File: src/common/sacs_pkg.sv
// constants and types shared by the converter control sequencer
package sacs_pkg;

	//////////////////////////////////////////////////////////////////////
	// sizes
	localparam int RES_BITS = 12;
	localparam int ADDR_W = 8;
	localparam int DATA_W = 8;
	localparam int PIN_FN_W = 14;
	localparam int CHAN_W = 5;
	localparam int DIV_CNT_W = 6;

	//////////////////////////////////////////////////////////////////////
	// register offsets
	localparam logic [7:0] OFS_WAKE = 8'h10;
	localparam logic [7:0] OFS_STATUS = 8'h15;
	localparam logic [7:0] OFS_MASK = 8'h1B;
	localparam logic [7:0] OFS_CFG_ONE = 8'h3E;
	localparam logic [7:0] OFS_CFG_TWO = 8'h3F;
	localparam logic [7:0] OFS_CHANNEL = 8'h40;
	localparam logic [7:0] OFS_PIN_LO = 8'h41;
	localparam logic [7:0] OFS_PIN_HI = 8'h42;
	localparam logic [7:0] OFS_RES_HI = 8'h44;
	localparam logic [7:0] OFS_RES_LO = 8'h45;

	//////////////////////////////////////////////////////////////////////
	// field positions
	localparam int RATE_LSB = 5;
	localparam int RUN_BIT = 4;
	localparam int POWER_BIT = 3;
	localparam int AUX_ONE_BIT = 2;
	localparam int AUX_TWO_LSB = 4;
	localparam int REF_SRC_LSB = 2;
	localparam int REF_PIN_BIT = 1;
	localparam int EVENT_BIT = 4;

	//////////////////////////////////////////////////////////////////////
	// reset values and vector
	localparam logic [7:0] REG_RESET = 8'h00;
	localparam logic [7:0] CONV_IRQ_VECTOR = 8'h10;

	//////////////////////////////////////////////////////////////////////
	// conversion clock rate codes
	localparam logic [2:0] RATE_DIV16 = 3'h0;
	localparam logic [2:0] RATE_DIV8 = 3'h1;
	localparam logic [2:0] RATE_DIV4 = 3'h2;
	localparam logic [2:0] RATE_DIV2 = 3'h3;
	localparam logic [2:0] RATE_DIV64 = 3'h4;
	localparam logic [2:0] RATE_DIV32 = 3'h5;
	localparam logic [2:0] RATE_DIV1 = 3'h6;
	localparam logic [2:0] RATE_SUB = 3'h7;

	typedef enum logic [1:0] {
		SAR_IDLE = 2'h0,
		SAR_CONV = 2'h1
	} sacs_sar_state_t;

	// main clock divide factor for a rate code
	function automatic int rate_divisor(input logic [2:0] rate);
		case (rate)
			RATE_DIV16: rate_divisor = 16;
			RATE_DIV8: rate_divisor = 8;
			RATE_DIV4: rate_divisor = 4;
			RATE_DIV2: rate_divisor = 2;
			RATE_DIV64: rate_divisor = 64;
			RATE_DIV32: rate_divisor = 32;
			default: rate_divisor = 1;
		endcase
	endfunction : rate_divisor

endpackage : sacs_pkg

File: src/logic/sacs_clkdiv.sv
// conversion clock enable generator
`timescale 1ns/100ps
module sacs_clkdiv
	import sacs_pkg::*;
#(
	parameter int CNT_W = DIV_CNT_W
) (
	// clock and reset
	input wire logic i_clock,
	input wire logic i_rst_b,
	// setup
	input wire logic i_enable,
	input wire logic [2:0] i_rate,
	input wire logic i_green,
	input wire logic i_sub_tick,
	// conversion clock enable
	output logic o_tick
);

	logic [CNT_W-1:0] cnt;
	logic [CNT_W-1:0] limit;
	logic use_sub;

	assign use_sub = i_green || (i_rate == RATE_SUB);
	assign limit = CNT_W'(rate_divisor(i_rate) - 1);

	always_ff @(posedge i_clock) begin
		if (!i_rst_b || !i_enable) begin
			cnt <= '0;
			o_tick <= 1'b0;
		end else if (use_sub) begin
			cnt <= '0;
			o_tick <= i_sub_tick;
		end else if (cnt >= limit) begin
			cnt <= '0;
			o_tick <= 1'b1;
		end else begin
			cnt <= cnt + CNT_W'(1);
			o_tick <= 1'b0;
		end
	end
endmodule : sacs_clkdiv

File: src/logic/sacs_sar.sv
// successive approximation sequencer
`timescale 1ns/100ps
module sacs_sar
	import sacs_pkg::*;
#(
	parameter int WIDTH = RES_BITS
) (
	// clock and reset
	input wire logic i_clock,
	input wire logic i_rst_b,
	// control
	input wire logic i_start,
	input wire logic i_tick,
	input wire logic i_cmp_high,
	// status and data
	output logic o_busy,
	output logic o_done,
	output logic [WIDTH-1:0] o_trial,
	output logic [WIDTH-1:0] o_result
);

	localparam int IW = $clog2(WIDTH);

	sacs_sar_state_t state;
	logic [IW-1:0] idx;
	logic last;
	logic [IW:0] ticks_seen;

	assign last = (state == SAR_CONV) && i_tick && (idx == '0);

	// one bit decided per conversion clock, msb first
	always_ff @(posedge i_clock) begin
		if (!i_rst_b) begin
			state <= SAR_IDLE;
			idx <= '0;
			o_trial <= '0;
		end else begin
			case (state)
				SAR_IDLE: begin
					if (i_start) begin
						o_trial <= {1'b1, {(WIDTH-1){1'b0}}};
						idx <= IW'(WIDTH - 1);
						state <= SAR_CONV;
					end
				end
				SAR_CONV: begin
					if (i_tick) begin
						o_trial[idx] <= i_cmp_high;
						if (idx == '0) begin
							state <= SAR_IDLE;
						end else begin
							o_trial[idx - IW'(1)] <= 1'b1;
							idx <= idx - IW'(1);
						end
					end
				end
				default: state <= SAR_IDLE;
			endcase
		end
	end

	always_ff @(posedge i_clock) begin
		if (!i_rst_b) begin
			o_busy <= 1'b0;
			o_done <= 1'b0;
			o_result <= '0;
		end else begin
			o_done <= last;
			if (state == SAR_IDLE && i_start) begin
				o_busy <= 1'b1;
			end else if (last) begin
				o_busy <= 1'b0;
				o_result <= {o_trial[WIDTH-1:1], i_cmp_high};
			end
		end
	end

	// helper for the length check
	always_ff @(posedge i_clock) begin
		if (!i_rst_b || (state == SAR_IDLE && i_start)) begin
			ticks_seen <= '0;
		end else if (state == SAR_CONV && i_tick) begin
			ticks_seen <= ticks_seen + (IW+1)'(1);
		end
	end
endmodule : sacs_sar

File: src/logic/sacs_top.sv
// converter control sequencer: registers, sleep and interrupt handling
//
// Operation
// - resolve each sample to twelve bits
// - reference from supply or pin, by field
// - load result registers at completion
// - set done flag at completion if enabled
// - rate field picks divider or sub clock; green mode forces sub clock
// - conversion keeps running during sleep
// - clear run bit at completion
// - wake if enabled, else shut converter off
// - wake without vector when global irq off
// - vector on completion when global irq on
// - channel change during readout clears results
// - global irq enable, disable, own vector
//
// Chosen here: the strobed register port and the placing of the registers.
`timescale 1ns/100ps
module sacs_top
	import sacs_pkg::*;
(
	// clock and reset
	input wire logic i_clock,
	input wire logic i_rst_b,
	// register port
	input wire logic [ADDR_W-1:0] i_addr,
	input wire logic [DATA_W-1:0] i_wdata,
	input wire logic i_wr,
	input wire logic i_rd,
	output logic [DATA_W-1:0] o_rdata,
	// core events
	input wire logic i_sleep_instr,
	input wire logic i_eni_instr,
	input wire logic i_global_irq_disable_instr_instr,
	input wire logic i_green_mode,
	input wire logic i_sub_tick,
	// analog side
	input wire logic i_cmp_high,
	output logic [RES_BITS-1:0] o_trial_code,
	output logic o_sample_enable,
	output logic [CHAN_W-1:0] o_channel_select,
	output logic [PIN_FN_W-1:0] o_pin_function_bits,
	output logic [1:0] o_sample_hold_select,
	output logic o_ref_pin_select,
	output logic [1:0] o_ref_source_field,
	output logic o_conv_active,
	// core control
	output logic o_core_sleep,
	output logic o_wake,
	output logic o_resume_next,
	output logic o_irq_request,
	output logic [7:0] o_irq_vector,
	output logic o_global_irq_enable
);

	//////////////////////////////////////////////////////////////////////
	// register state

	logic [2:0] conv_clock_rate;
	logic conv_power_up;
	logic cfg_aux_one;
	logic [1:0] cfg_aux_two;
	logic conv_wake_enable;
	logic conv_irq_enable;
	logic conv_done_flag;
	logic [RES_BITS-1:0] result;
	logic shut_off;

	logic [DATA_W-1:0] next_rdata;
	logic wr_cfg_one;
	logic wr_cfg_two;
	logic wr_channel;
	logic wr_status;
	logic start;
	logic chan_clear;

	logic conv_tick;
	logic sar_busy;
	logic sar_done;
	logic [RES_BITS-1:0] sar_result;

	assign wr_cfg_one = i_wr && (i_addr == OFS_CFG_ONE);
	assign wr_cfg_two = i_wr && (i_addr == OFS_CFG_TWO);
	assign wr_channel = i_wr && (i_addr == OFS_CHANNEL);
	assign wr_status = i_wr && (i_addr == OFS_STATUS);

	// writing a one to run starts a conversion when powered and idle
	assign start = wr_cfg_one && i_wdata[RUN_BIT] &&
		i_wdata[POWER_BIT] && !sar_busy;

	// new channel while a result waits to be read
	assign chan_clear = wr_channel && conv_done_flag &&
		(i_wdata[CHAN_W-1:0] != o_channel_select);

	//////////////////////////////////////////////////////////////////////
	// configuration registers

	always_ff @(posedge i_clock) begin
		if (!i_rst_b) begin
			conv_clock_rate <= REG_RESET[2:0];
			conv_power_up <= 1'b0;
			cfg_aux_one <= 1'b0;
			o_sample_hold_select <= REG_RESET[1:0];
		end else if (wr_cfg_one) begin
			conv_clock_rate <= i_wdata[RATE_LSB +: 3];
			conv_power_up <= i_wdata[POWER_BIT];
			cfg_aux_one <= i_wdata[AUX_ONE_BIT];
			o_sample_hold_select <= i_wdata[1:0];
		end
	end

	always_ff @(posedge i_clock) begin
		if (!i_rst_b) begin
			cfg_aux_two <= REG_RESET[1:0];
			o_ref_source_field <= REG_RESET[1:0];
			o_ref_pin_select <= 1'b0;
		end else if (wr_cfg_two) begin
			cfg_aux_two <= i_wdata[AUX_TWO_LSB +: 2];
			o_ref_source_field <= i_wdata[REF_SRC_LSB +: 2];
			o_ref_pin_select <= i_wdata[REF_PIN_BIT];
		end
	end

	always_ff @(posedge i_clock) begin
		if (!i_rst_b) begin
			o_channel_select <= REG_RESET[CHAN_W-1:0];
		end else if (wr_channel) begin
			o_channel_select <= i_wdata[CHAN_W-1:0];
		end
	end

	always_ff @(posedge i_clock) begin
		if (!i_rst_b) begin
			o_pin_function_bits <= {REG_RESET[5:0], REG_RESET};
		end else if (i_wr && i_addr == OFS_PIN_LO) begin
			o_pin_function_bits[7:0] <= i_wdata;
		end else if (i_wr && i_addr == OFS_PIN_HI) begin
			o_pin_function_bits[PIN_FN_W-1:8] <= i_wdata[5:0];
		end
	end

	always_ff @(posedge i_clock) begin
		if (!i_rst_b) begin
			conv_wake_enable <= 1'b0;
			conv_irq_enable <= 1'b0;
		end else if (i_wr && i_addr == OFS_WAKE) begin
			conv_wake_enable <= i_wdata[EVENT_BIT];
		end else if (i_wr && i_addr == OFS_MASK) begin
			conv_irq_enable <= i_wdata[EVENT_BIT];
		end
	end

	//////////////////////////////////////////////////////////////////////
	// result and completion flag

	always_ff @(posedge i_clock) begin
		if (!i_rst_b) begin
			result <= '0;
		end else if (sar_done) begin
			result <= sar_result;
		end else if (chan_clear) begin
			result <= '0;
		end
	end

	// hardware set wins over a software clear
	always_ff @(posedge i_clock) begin
		if (!i_rst_b) begin
			conv_done_flag <= 1'b0;
		end else if (sar_done && conv_irq_enable) begin
			conv_done_flag <= 1'b1;
		end else if (wr_status && !i_wdata[EVENT_BIT]) begin
			conv_done_flag <= 1'b0;
		end
	end

	//////////////////////////////////////////////////////////////////////
	// sleep, wake and interrupt

	always_ff @(posedge i_clock) begin
		if (!i_rst_b) begin
			o_global_irq_enable <= 1'b0;
		end else if (i_eni_instr) begin
			o_global_irq_enable <= 1'b1;
		end else if (i_global_irq_disable_instr_instr) begin
			o_global_irq_enable <= 1'b0;
		end
	end

	// converter keeps running while asleep
	always_ff @(posedge i_clock) begin
		if (!i_rst_b) begin
			o_core_sleep <= 1'b0;
		end else if (sar_done && o_core_sleep && conv_wake_enable) begin
			o_core_sleep <= 1'b0;
		end else if (i_sleep_instr) begin
			o_core_sleep <= 1'b1;
		end
	end

	always_ff @(posedge i_clock) begin
		if (!i_rst_b) begin
			shut_off <= 1'b0;
		end else if (sar_done && o_core_sleep && !conv_wake_enable) begin
			shut_off <= 1'b1;
		end else if (wr_cfg_one && i_wdata[POWER_BIT]) begin
			shut_off <= 1'b0;
		end
	end

	always_ff @(posedge i_clock) begin
		if (!i_rst_b) begin
			o_wake <= 1'b0;
			o_resume_next <= 1'b0;
			o_irq_request <= 1'b0;
			o_irq_vector <= REG_RESET;
		end else begin
			o_wake <= sar_done && o_core_sleep &&
				conv_wake_enable;
			o_resume_next <= sar_done && o_core_sleep &&
				conv_wake_enable && conv_irq_enable &&
				!o_global_irq_enable;
			o_irq_request <= sar_done && conv_irq_enable &&
				o_global_irq_enable &&
				(!o_core_sleep || conv_wake_enable);
			if (sar_done && conv_irq_enable && o_global_irq_enable) begin
				o_irq_vector <= CONV_IRQ_VECTOR;
			end
		end
	end

	always_ff @(posedge i_clock) begin
		if (!i_rst_b) begin
			o_sample_enable <= 1'b0;
			o_conv_active <= 1'b0;
		end else begin
			o_sample_enable <= conv_power_up && !shut_off;
			o_conv_active <= start || (sar_busy && !sar_done);
		end
	end

	//////////////////////////////////////////////////////////////////////
	// register read port

	always_comb begin
		next_rdata = REG_RESET;
		case (i_addr)
			OFS_CFG_ONE: next_rdata = {conv_clock_rate, sar_busy,
				conv_power_up, cfg_aux_one,
				o_sample_hold_select};
			OFS_CFG_TWO: next_rdata = {2'h0, cfg_aux_two,
				o_ref_source_field, o_ref_pin_select, 1'b0};
			OFS_CHANNEL: next_rdata = {3'h0, o_channel_select};
			OFS_PIN_LO: next_rdata = o_pin_function_bits[7:0];
			OFS_PIN_HI: next_rdata = {2'h0,
				o_pin_function_bits[PIN_FN_W-1:8]};
			OFS_RES_HI: next_rdata = {4'h0, result[11:8]};
			OFS_RES_LO: next_rdata = result[7:0];
			OFS_WAKE: next_rdata = {3'h0, conv_wake_enable, 4'h0};
			OFS_STATUS: next_rdata = {3'h0, conv_done_flag, 4'h0};
			OFS_MASK: next_rdata = {3'h0, conv_irq_enable, 4'h0};
			default: next_rdata = REG_RESET;
		endcase
	end

	always_ff @(posedge i_clock) begin
		if (!i_rst_b) begin
			o_rdata <= REG_RESET;
		end else if (i_rd) begin
			o_rdata <= next_rdata;
		end else begin
			o_rdata <= REG_RESET;
		end
	end

	//////////////////////////////////////////////////////////////////////
	// conversion clock and sequencer

	sacs_clkdiv u_clkdiv (
		.i_clock(i_clock),
		.i_rst_b(i_rst_b),
		.i_enable(sar_busy),
		.i_rate(conv_clock_rate),
		.i_green(i_green_mode),
		.i_sub_tick(i_sub_tick),
		.o_tick(conv_tick)
	);

	sacs_sar u_sar (
		.i_clock(i_clock),
		.i_rst_b(i_rst_b),
		.i_start(start),
		.i_tick(conv_tick),
		.i_cmp_high(i_cmp_high),
		.o_busy(sar_busy),
		.o_done(sar_done),
		.o_trial(o_trial_code),
		.o_result(sar_result)
	);
endmodule : sacs_top

File: config.mk
export PLATFORM = sky130hd
export DESIGN_NAME = sacs_top
export DESIGN_NICKNAME = d
export VERILOG_FILES = /design/src/common/sacs_pkg.sv /design/src/logic/sacs_clkdiv.sv /design/src/logic/sacs_sar.sv /design/src/logic/sacs_top.sv
export SDC_FILE = /design/constraint.sdc
export NUM_CORES = 1
export LEC_CHECK = 0
export BUFFER_PORTS_ARGS = -buffer_cell sky130_fd_sc_hd__buf_2
export CORE_UTILIZATION = 50
export CTS_CLUSTER_DIAMETER = 50
export CTS_CLUSTER_SIZE = 40
export DETAILED_ROUTE_END_ITERATION = 7
export PLACE_DENSITY = 0.75
export SLEW_MARGIN = 5
export SYNTH_ARGS = -nofsm -noshare
export SYNTH_HDL_FRONTEND = slang
export SYNTH_SLANG_ARGS = --single-unit
export TNS_END_PERCENT = 1
File: constraint.sdc
create_clock -name i_clock -period 2.1 [get_ports i_clock]
set_clock_uncertainty 0.05 [all_clocks]
set_input_delay 0.42 -clock i_clock [delete_from_list [all_inputs] [get_ports i_clock]]
set_output_delay 0.42 -clock i_clock [all_outputs]
set_load 0.03 [all_outputs]
==> out/metrics.csv, run 1 <==
metric;value;unit
Pre-antenna DRT Iters;5;
Seq. cell area;2023;sq um
drt wl/cell;15.55;microns
routed vias;4345;
boundary pin count;85;
YS warnings;0;
GR Layer Usage met3;4.039;%
fin. max-slew vios;0;
PortBufs;77;
Final min period;2.050;ns
Max Clock Freq;0.4878;GHz
CTS sink cnt;101;
final weighted congestion in routability-driven placement;0.9295;
slew at the pin with the worst max-slew slack;0.6860;ns
Post-synth EDFFs;0;
# DRC;0;
diodes inserted;0;
Mapped Cells;549;
chip height;100.2;microns
CP max FO;5;
All-Layer GR Usage;24.70;%
Worst EP required;2.32;ns
Yosys cell types;72;
Placed Cells;763;
met1 Track Usage GR;33.19;%
layout overhead on the synthesized area;17.89;%
layout cells sized above 1;27.08;%
critical path class;register to register;
antenna violations before repair;0;
1st-iter DRT viols;214;
VDD IR max;257.9;uV
Critical Path End;u_sar.idx[3]$_SDFFE_PN0P_;
startpoint class of the critical path;register;
DP HPWL;9.233;mm
final hold violations;0;
Power Dens Cells;574.9;nW/um^2
Yosys reg bits;101;
wirelength, routed;12.11;mm
Clk pin slew, worst setup/hold paths;0.10;ns
Worst Setup SP;u_sar.o_busy$_SDFFE_PN0P_;
design area;5688;sq um
FF-to-FF setup slack;0.05;ns
vias in the first global route;3966;
Post-DRT Antenna Nets;0;
die area;10050;sq um
Core Rows;35;
Final WS setup;0.04989;ns
fin util;61.27;%
register area share after synthesis;41.91;%
Final nets;683;
Leakage;2.399;nW
Reg2Reg Launch Point;u_sar.o_busy$_SDFFE_PN0P_;
Hold Crit Class;input pin to register;
layout filler cell count;836;
most frequent cells in the layout;100 x dfxtp_1, 77 x buf_2, 76 x nand2_1;
global-route wire length before repair;19.44;mm
GRT overflow;0;
Multi-input gate area;2559;sq um
post-place setup slack;-0.1871;ns
Hold Slack;0.2046;ns
Setup-failing EPs final;0;
Post-synth ARST share;0;%
Crit. End Element;register;
Die X;100.2;microns
largest net degree at the start of global routing;40;
H-tree levels;3;
outcome;completed;
RSZ-0062 raised after global routing;false;
Max Cap Violations;0;
Clock Tree Buf Depth;2;
cell area after synthesis;4825;sq um
reg2reg end;u_sar.idx[3]$_SDFFE_PN0P_;
Final Instance Count excl. Fillers;779;
Critical Path AT;2.27;ns
Primary FF master, synth;dfxtp_1;
CTS buffer count;9;
max_slew headroom;54.02;%
clk_lat worst skew;0.37;ns
commonest non-fill, non-tap cell in the layout;dfxtp_1;
r2r worst-path depth;6;
CTS tree;yes;
Root Driver;clkbuf_8;
syn avg cell area;8.788;sq um
cell area after placement;5487;sq um
core area;9284;sq um
Final Cycle Share;97.62;%
met2 global-route usage;39.09;%
Initial Util;51.97;%
GR peak layer;met2;
via density per instance;5.578;
## timing repair
action                                  CTS  global route
endpoints found under the setup margin    1             8
hold buffers                              0             0
gates resized for setup                   1             5
endpoints found under the hold margin     0             0
buffers inserted                          0             1
pin swaps                                 0             2
## registers in the layout, summed over array words and instances (netlist names), 2 cells and up
register	count
result	12
u_sar.o_trial	12
o_ref_source_field	2
o_rdata	8
u_sar.idx	4
conv_clock_rate	3
u_clkdiv.cnt	6
u_sar.o_result	12
o_pin_function_bits	14
o_sample_hold_select	2
cfg_aux_two	2
o_channel_select	5
## routing by layer
layer | wire length [microns] | share of wire [%]
met2 | 5807 | 48
met1 | 5503 | 45
met3 | 537 | 4.4
met4 | 265 | 2.2
met5 | 0 | 0
## final cells by class
class                   instances  area share, %
well taps                     129          2.838
flip-flops and latches        101          35.57
inverters                       9         0.5939
repair buffers                124          12.98
multi-input cells             401          44.98
clock inverters                 5         0.6159
clock buffers                  10          2.420
## cell usage after synthesis (8+ instances only)
master | instances | share of area, %
a22o_1 | 13 | 2.4
a21oi_2 | 8 | 1.5
nor2b_1 | 8 | 1.0
a21oi_1 | 45 | 4.7
o21ai_0 | 12 | 1.2
nor2_1 | 53 | 4.1
inv_1 | 8 | 0.62
clkbuf_1 | 24 | 1.9
dfxtp_1 | 101 | 42
a22oi_1 | 11 | 1.7
nor3_1 | 10 | 1.0
mux2i_1 | 30 | 6.2
nand3_1 | 20 | 2.1
nand2_1 | 76 | 5.9
ha_1 | 11 | 2.9
## logic make-up after synthesis
logic type	after synthesis	share of synthesized area, %
simple gates	212	22.46
compound gates	132	18.91
flops	101	41.91
buf+inv	53	5.939
mux	30	6.224
fa+ha+maj	11	2.853
xor+xnor	9	1.634
other cells	1	0.07773
## through the flow
stage / total power, W / TNS [ns]
2_1_floorplan: 0.002100 / 0
3_3_place_gp: 0.002170 / -2.598
3_5_place_dp: 0.002174 / -3.632
4_1_cts: 0.003285 / 0
5_1_grt: 0.003383 / 0
6_report: 0.003270 / 0
## power by group
group	total (W)	leakage [nW]	internal, W	switching [W]
Combinational	0.000213	1.50	0.0000741	0.000139
Sequential	0.00192	0.814	0.00192	0.00000409
Clock	0.00114	0.0885	0.000460	0.000676
Total	0.00327	2.40	0.00245	0.000819
## critical path, cell delays in order (launching register included)
cell      delay, ns
dfxtp_1        0.34
or4bb_4        0.56
nor4_4         0.37
buf_4          0.19
or2_4          0.14
a21oi_1        0.07
a311oi_1       0.24
## worst min-delay path by stage
stage / start / cells after the start / slack, ns / endpoint
6_report: i_eni_instr / 3 / 0.20 / o_global_irq_enable$_SDFFE_PN0P_
3_5_place_dp: shut_off$_SDFFE_PN0P_ / 1 / 0.38 / o_sample_enable$_SDFF_PN0_
3_3_place_gp: shut_off$_SDFFE_PN0P_ / 1 / 0.38 / o_sample_enable$_SDFF_PN0_
5_1_grt: i_eni_instr / 3 / 0.22 / o_global_irq_enable$_SDFFE_PN0P_
2_1_floorplan: shut_off$_SDFFE_PN0P_ / 1 / 0.35 / o_sample_enable$_SDFF_PN0_
4_1_cts: i_eni_instr / 3 / 0.20 / o_global_irq_enable$_SDFFE_PN0P_
No activity file was read; power rests on OpenSTA's default activity.
==> run 2: changes to the inputs <==
Settings changed: CORE_ASPECT_RATIO set to 0.8.
==> run 2 against run 1 <==
Compared with the run above: the run now ends with DRC left; non-clock buffer count fell by 2; critical path depth decreased by 1; core utilization rose by 1.7 points; largest power group unchanged; first-iteration DRC count up 73%; count of clock-buffer cells in the layout stayed put.
==> out/metrics.csv, run 2 (synthesized netlist as in run 1, its figures left out) <==
metric;value;unit
outcome;finished with violations;
failing checks;DRC;
cell area after placement;5461;sq um
final weighted congestion in routability-driven placement;0.9115;
DP HPWL;9.188;mm
Root Driver;clkbuf_16;
Multi-input gate area;2562;sq um
largest net degree at the start of global routing;45;
Die X;111.8;microns
Max Cap Violations;0;
diodes inserted;0;
max_slew headroom;64.34;%
most frequent cells in the layout;101 x dfxtp_1, 77 x buf_2, 76 x nand2_1;
clk_lat worst skew;0.35;ns
All-Layer GR Usage;26.09;%
antenna violations before repair;0;
Max Clock Freq;0.4870;GHz
Post-DRT Antenna Nets;0;
final hold violations;0;
# DRC;5;
Clock Tree Buf Depth;2;
Critical Path AT;2.26;ns
max FFs per register;14;
Worst EP required;2.31;ns
Final Cycle Share;97.78;%
layout cells sized above 1;26.66;%
worst path cell trace;or4bb_1, nor4_4, or2_4, a21oi_1, a311oi_1;
die area;10050;sq um
FF-to-FF setup slack;0.05;ns
postcts setup bufs;0;
Core Rows;31;
1st-iter DRT viols;371;
via density per instance;5.808;
Slowest cell on crit path;or4bb_1;
startpoint class of the critical path;register;
cts repair resizes;0;
CP max FO;5;
layout overhead on the synthesized area;19.92;%
Pre-antenna DRT Iters;7;
GRT overflow;0;
routed vias;4437;
Final WS setup;0.04668;ns
drt wl/cell;16.59;microns
CTS sink cnt;101;
Leakage;2.448;nW
hold buffer count at CTS;0;
commonest non-fill, non-tap cell in the layout;dfxtp_1;
post-place setup slack;-0.1547;ns
critical path class;register to register;
wirelength, routed;12.67;mm
fin. max-slew vios;0;
H-tree levels;3;
global-route wire length before repair;20.94;mm
boundary pin count;85;
Crit. End Element;register;
Final nets;681;
Seq. cell area;2022;sq um
CTS tree;yes;
PortBufs;77;
VDD IR max;492.4;uV
core area;9193;sq um
Clk pin slew, worst setup/hold paths;0.08;ns
Reg with most FFs;o_pin_function_bits;
vias in the first global route;4224;
Hold Crit Class;input pin to register;
crit-path max cell delay;0.60;ns
RSZ-0062 raised after global routing;true;
layout filler cell count;790;
design area;5786;sq um
slew at the pin with the worst max-slew slack;0.5309;ns
Final min period;2.053;ns
Power Dens Cells;660.9;nW/um^2
Initial Util;52.48;%
CTS buffer count;9;
chip height;89.86;microns
Setup-failing EPs final;0;
[run 2: cell count changes in the layout (fill, tap and decap cells not counted), sizes merged]
cell,change
buf,-2
bufinv,+1
[run 2: final cells by class]
class,count,share of cell area (%)
inverters,9,0.5839
flip-flops and latches,101,34.95
repair buffers,122,12.50
clock inverters,6,1.060
multi-input cells,401,44.29
clock buffers,10,4.131
well taps,115,2.487
[run 2: through the flow]
stage	setup TNS [ns]	total power (W)	utilization (%)	hold WS, ns	std cells
global placement	-0.8157	0.002166	59.41	0.3592	748
finish	0	0.003823	62.94	0.2461	764
floorplan	0	0.002100	-	0.3483	555
global route	-0.1696	0.003931	62.94	0.2664	764
CTS	0	0.003839	62.68	0.2521	764
detailed placement	-1.807	0.002169	59.41	0.3841	748
[run 2: where the power goes]
part           leakage [nW]  total (W)  switching (W)  internal (W)
clock                 0.149    0.00169       0.000738      0.000955
combinational          1.49   0.000209       0.000140     0.0000687
sequential            0.814    0.00192     0.00000422       0.00192
[run 2: routing by layer]
layer	vias to the layer above	part of all wire [%]	GRT usage (%)	routed length (microns)
li1	2116	-	-	-
met1	2154	46	36.94	5823
met2	144	45	39.13	5724
met3	23	7.0	5.664	892
met4	0	1.8	8.671	233
met5	-	0	0	0
[run 2: path summary, 6_finish.rpt]
check                       startpoint                          endpoint  depth (start not counted)
max          u_sar.o_busy$_SDFFE_PN0P_         u_sar.idx[3]$_SDFFE_PN0P_                          5
min                        i_eni_instr  o_global_irq_enable$_SDFFE_PN0P_                          3
max reg2reg  u_sar.o_busy$_SDFFE_PN0P_         u_sar.idx[3]$_SDFFE_PN0P_                          5
min reg2reg      shut_off$_SDFFE_PN0P_        o_sample_enable$_SDFF_PN0_                          1
[run 2: critical path: cells and delay by family, from the launching register on]
kind | cells | cell delay, ns
and+or+nand+nor | 3 | 1.29
DFF | 1 | 0.31
AOI/OAI and AO/OA | 2 | 0.31
==> run 3: changes to the inputs <==
Settings changed: PLACE_DENSITY 0.75 to unset, PLACE_DENSITY_LB_ADDON set to 0.3.
==> run 3 against run 2 <==
Compared with the run above: the flow still finishes with violations (DRC); count of clock-buffer cells in the layout rose by 1; critical path depth is 1 higher; sequential power hardly changed; clock power down 2%; power is 1.2% lower; largest power group unchanged; sequential share of layout area rose by 0.14 points; flip-flop and latch count unchanged; worst hold slack worse by 0.0030 ns; combinational power about the same.
==> out/metrics.csv, run 3 (synthesized netlist as in run 1, its figures left out) <==
metric;value;unit
layout overhead on the synthesized area;19.45;%
DP HPWL;9.285;mm
CP max FO;5;
wirelength, routed;12.61;mm
VDD IR max;462.8;uV
startpoint class of the critical path;register;
Placed Cells;748;
Hold Crit Start;i_eni_instr;
Clock Tree Buf Depth;2;
antenna violations before repair;0;
H-tree levels;3;
Final min period;2.031;ns
GR Layer Usage met3;7.013;%
Core Rows;31;
RSZ-0062 raised after global routing;false;
commonest non-fill, non-tap cell in the layout;dfxtp_1;
max_slew headroom;61.06;%
Clk pin slew, worst setup/hold paths;0.07;ns
CTS tree;yes;
slew at the pin with the worst max-slew slack;0.5810;ns
Worst Setup SP;u_sar.o_busy$_SDFFE_PN0P_;
GR peak layer;met2;
Power Dens Cells;655.2;nW/um^2
largest net degree at the start of global routing;40;
Reg with most FFs;o_pin_function_bits;
Max Cap Violations;0;
Die X;111.8;microns
1st-iter DRT viols;354;
Leakage;2.439;nW
Fin Setup TNS;0;ns
via density per instance;5.881;
boundary pin count;85;
Worst EP required;2.28;ns
clk_lat worst skew;0.35;ns
PortBufs;77;
drt wl/cell;16.50;microns
Pre-antenna DRT Iters;7;
Hold Crit Class;input pin to register;
Max Clock Freq;0.4924;GHz
Final Cycle Share;96.70;%
fin. max-slew vios;0;
core area;9193;sq um
critical path class;register to register;
final weighted congestion in routability-driven placement;0.9022;
Root Driver;clkbuf_16;
FF-to-FF setup slack;0.07;ns
layout cells sized above 1;26.04;%
Hold Slack;0.2432;ns
failing checks;DRC;
diodes inserted;0;
Reg2Reg Launch Point;u_sar.o_busy$_SDFFE_PN0P_;
global-route wire length before repair;20.69;mm
die area;10050;sq um
CTS buffer count;9;
final hold violations;0;
Final Instance Count excl. Fillers;764;
Crit. End Element;register;
All-Layer GR Usage;25.85;%
most frequent cells in the layout;101 x dfxtp_1, 77 x buf_2, 76 x nand2_1;
postcts setup bufs;0;
max FFs per register;14;
vias in the first global route;4180;
Critical Path AT;2.21;ns
met1 Track Usage GR;35.76;%
GRT overflow;0;
WHS Path Cells;3;
Initial Util;52.48;%
met2 global-route usage;38.98;%
Setup-failing EPs final;0;
Final nets;681;
routed vias;4493;
CTS sink cnt;101;
r2r worst-path depth;6;
Post-DRT Antenna Nets;0;
chip height;89.86;microns
outcome;finished with violations;
fin util;62.69;%
# DRC;5;
[run 3: cell type report]
class / instances / area [sq um]
clock buffer: 11 / 232.7
fill: 770 / 3430
sequential: 101 / 2022
timing repair buffer: 122 / 723.2
inverter: 9 / 33.78
clock inverter: 5 / 58.81
multi-input combinational: 401 / 2549
tap: 115 / 143.9
[run 3: power breakdown]
part | internal [W] | total [W] | switching, W
Sequential | 0.00192 | 0.00192 | 0.00000382
Combinational | 0.0000672 | 0.000209 | 0.000142
Clock | 0.000927 | 0.00165 | 0.000719
Total | 0.00291 | 0.00378 | 0.000864
[run 3: worst paths after layout]
| path | endpoint |
|---|---|
| max | u_sar.idx[3]$_SDFFE_PN0P_ |
| min | o_global_irq_enable$_SDFFE_PN0P_ |
| max reg2reg | u_sar.idx[3]$_SDFFE_PN0P_ |
| min reg2reg | o_sample_enable$_SDFF_PN0_ |
[run 3: metal layers]
| metal | part of all wire (%) | vias to the layer above |
|---|---|---|
| met1 | 44 | 2155 |
| met4 | 2.1 | 0 |
| li1 | - | 2113 |
| met3 | 8.3 | 27 |
| met2 | 45 | 198 |
| met5 | 0 | - |
[run 3: metrics by stage]
step,cell area [sq um],setup slack [ns],total power (W)
floorplan,4847,0.05210,0.002100
global placement,5461,-0.09844,0.002165
detailed placement,5461,-0.1576,0.002170
CTS,5753,0.09477,0.003797
global route,5763,0.02402,0.003906
finish,5763,0.06925,0.003776
[run 3: worst max-delay path, stage by stage (launching register included)]
cell and delay (ns):
dfxtp_1 0.31, or4bb_1 0.55, nor4_4 0.24, buf_4 0.18, or2_1 0.19, a21oi_1 0.11
a311oi_1 0.29
[run 3: timing repair]
item	4_1_cts	5_1_grt
hold buffers	0	0
endpoints found under the hold margin	0	0
endpoints found under the setup margin	0	3
gates resized for setup	0	2
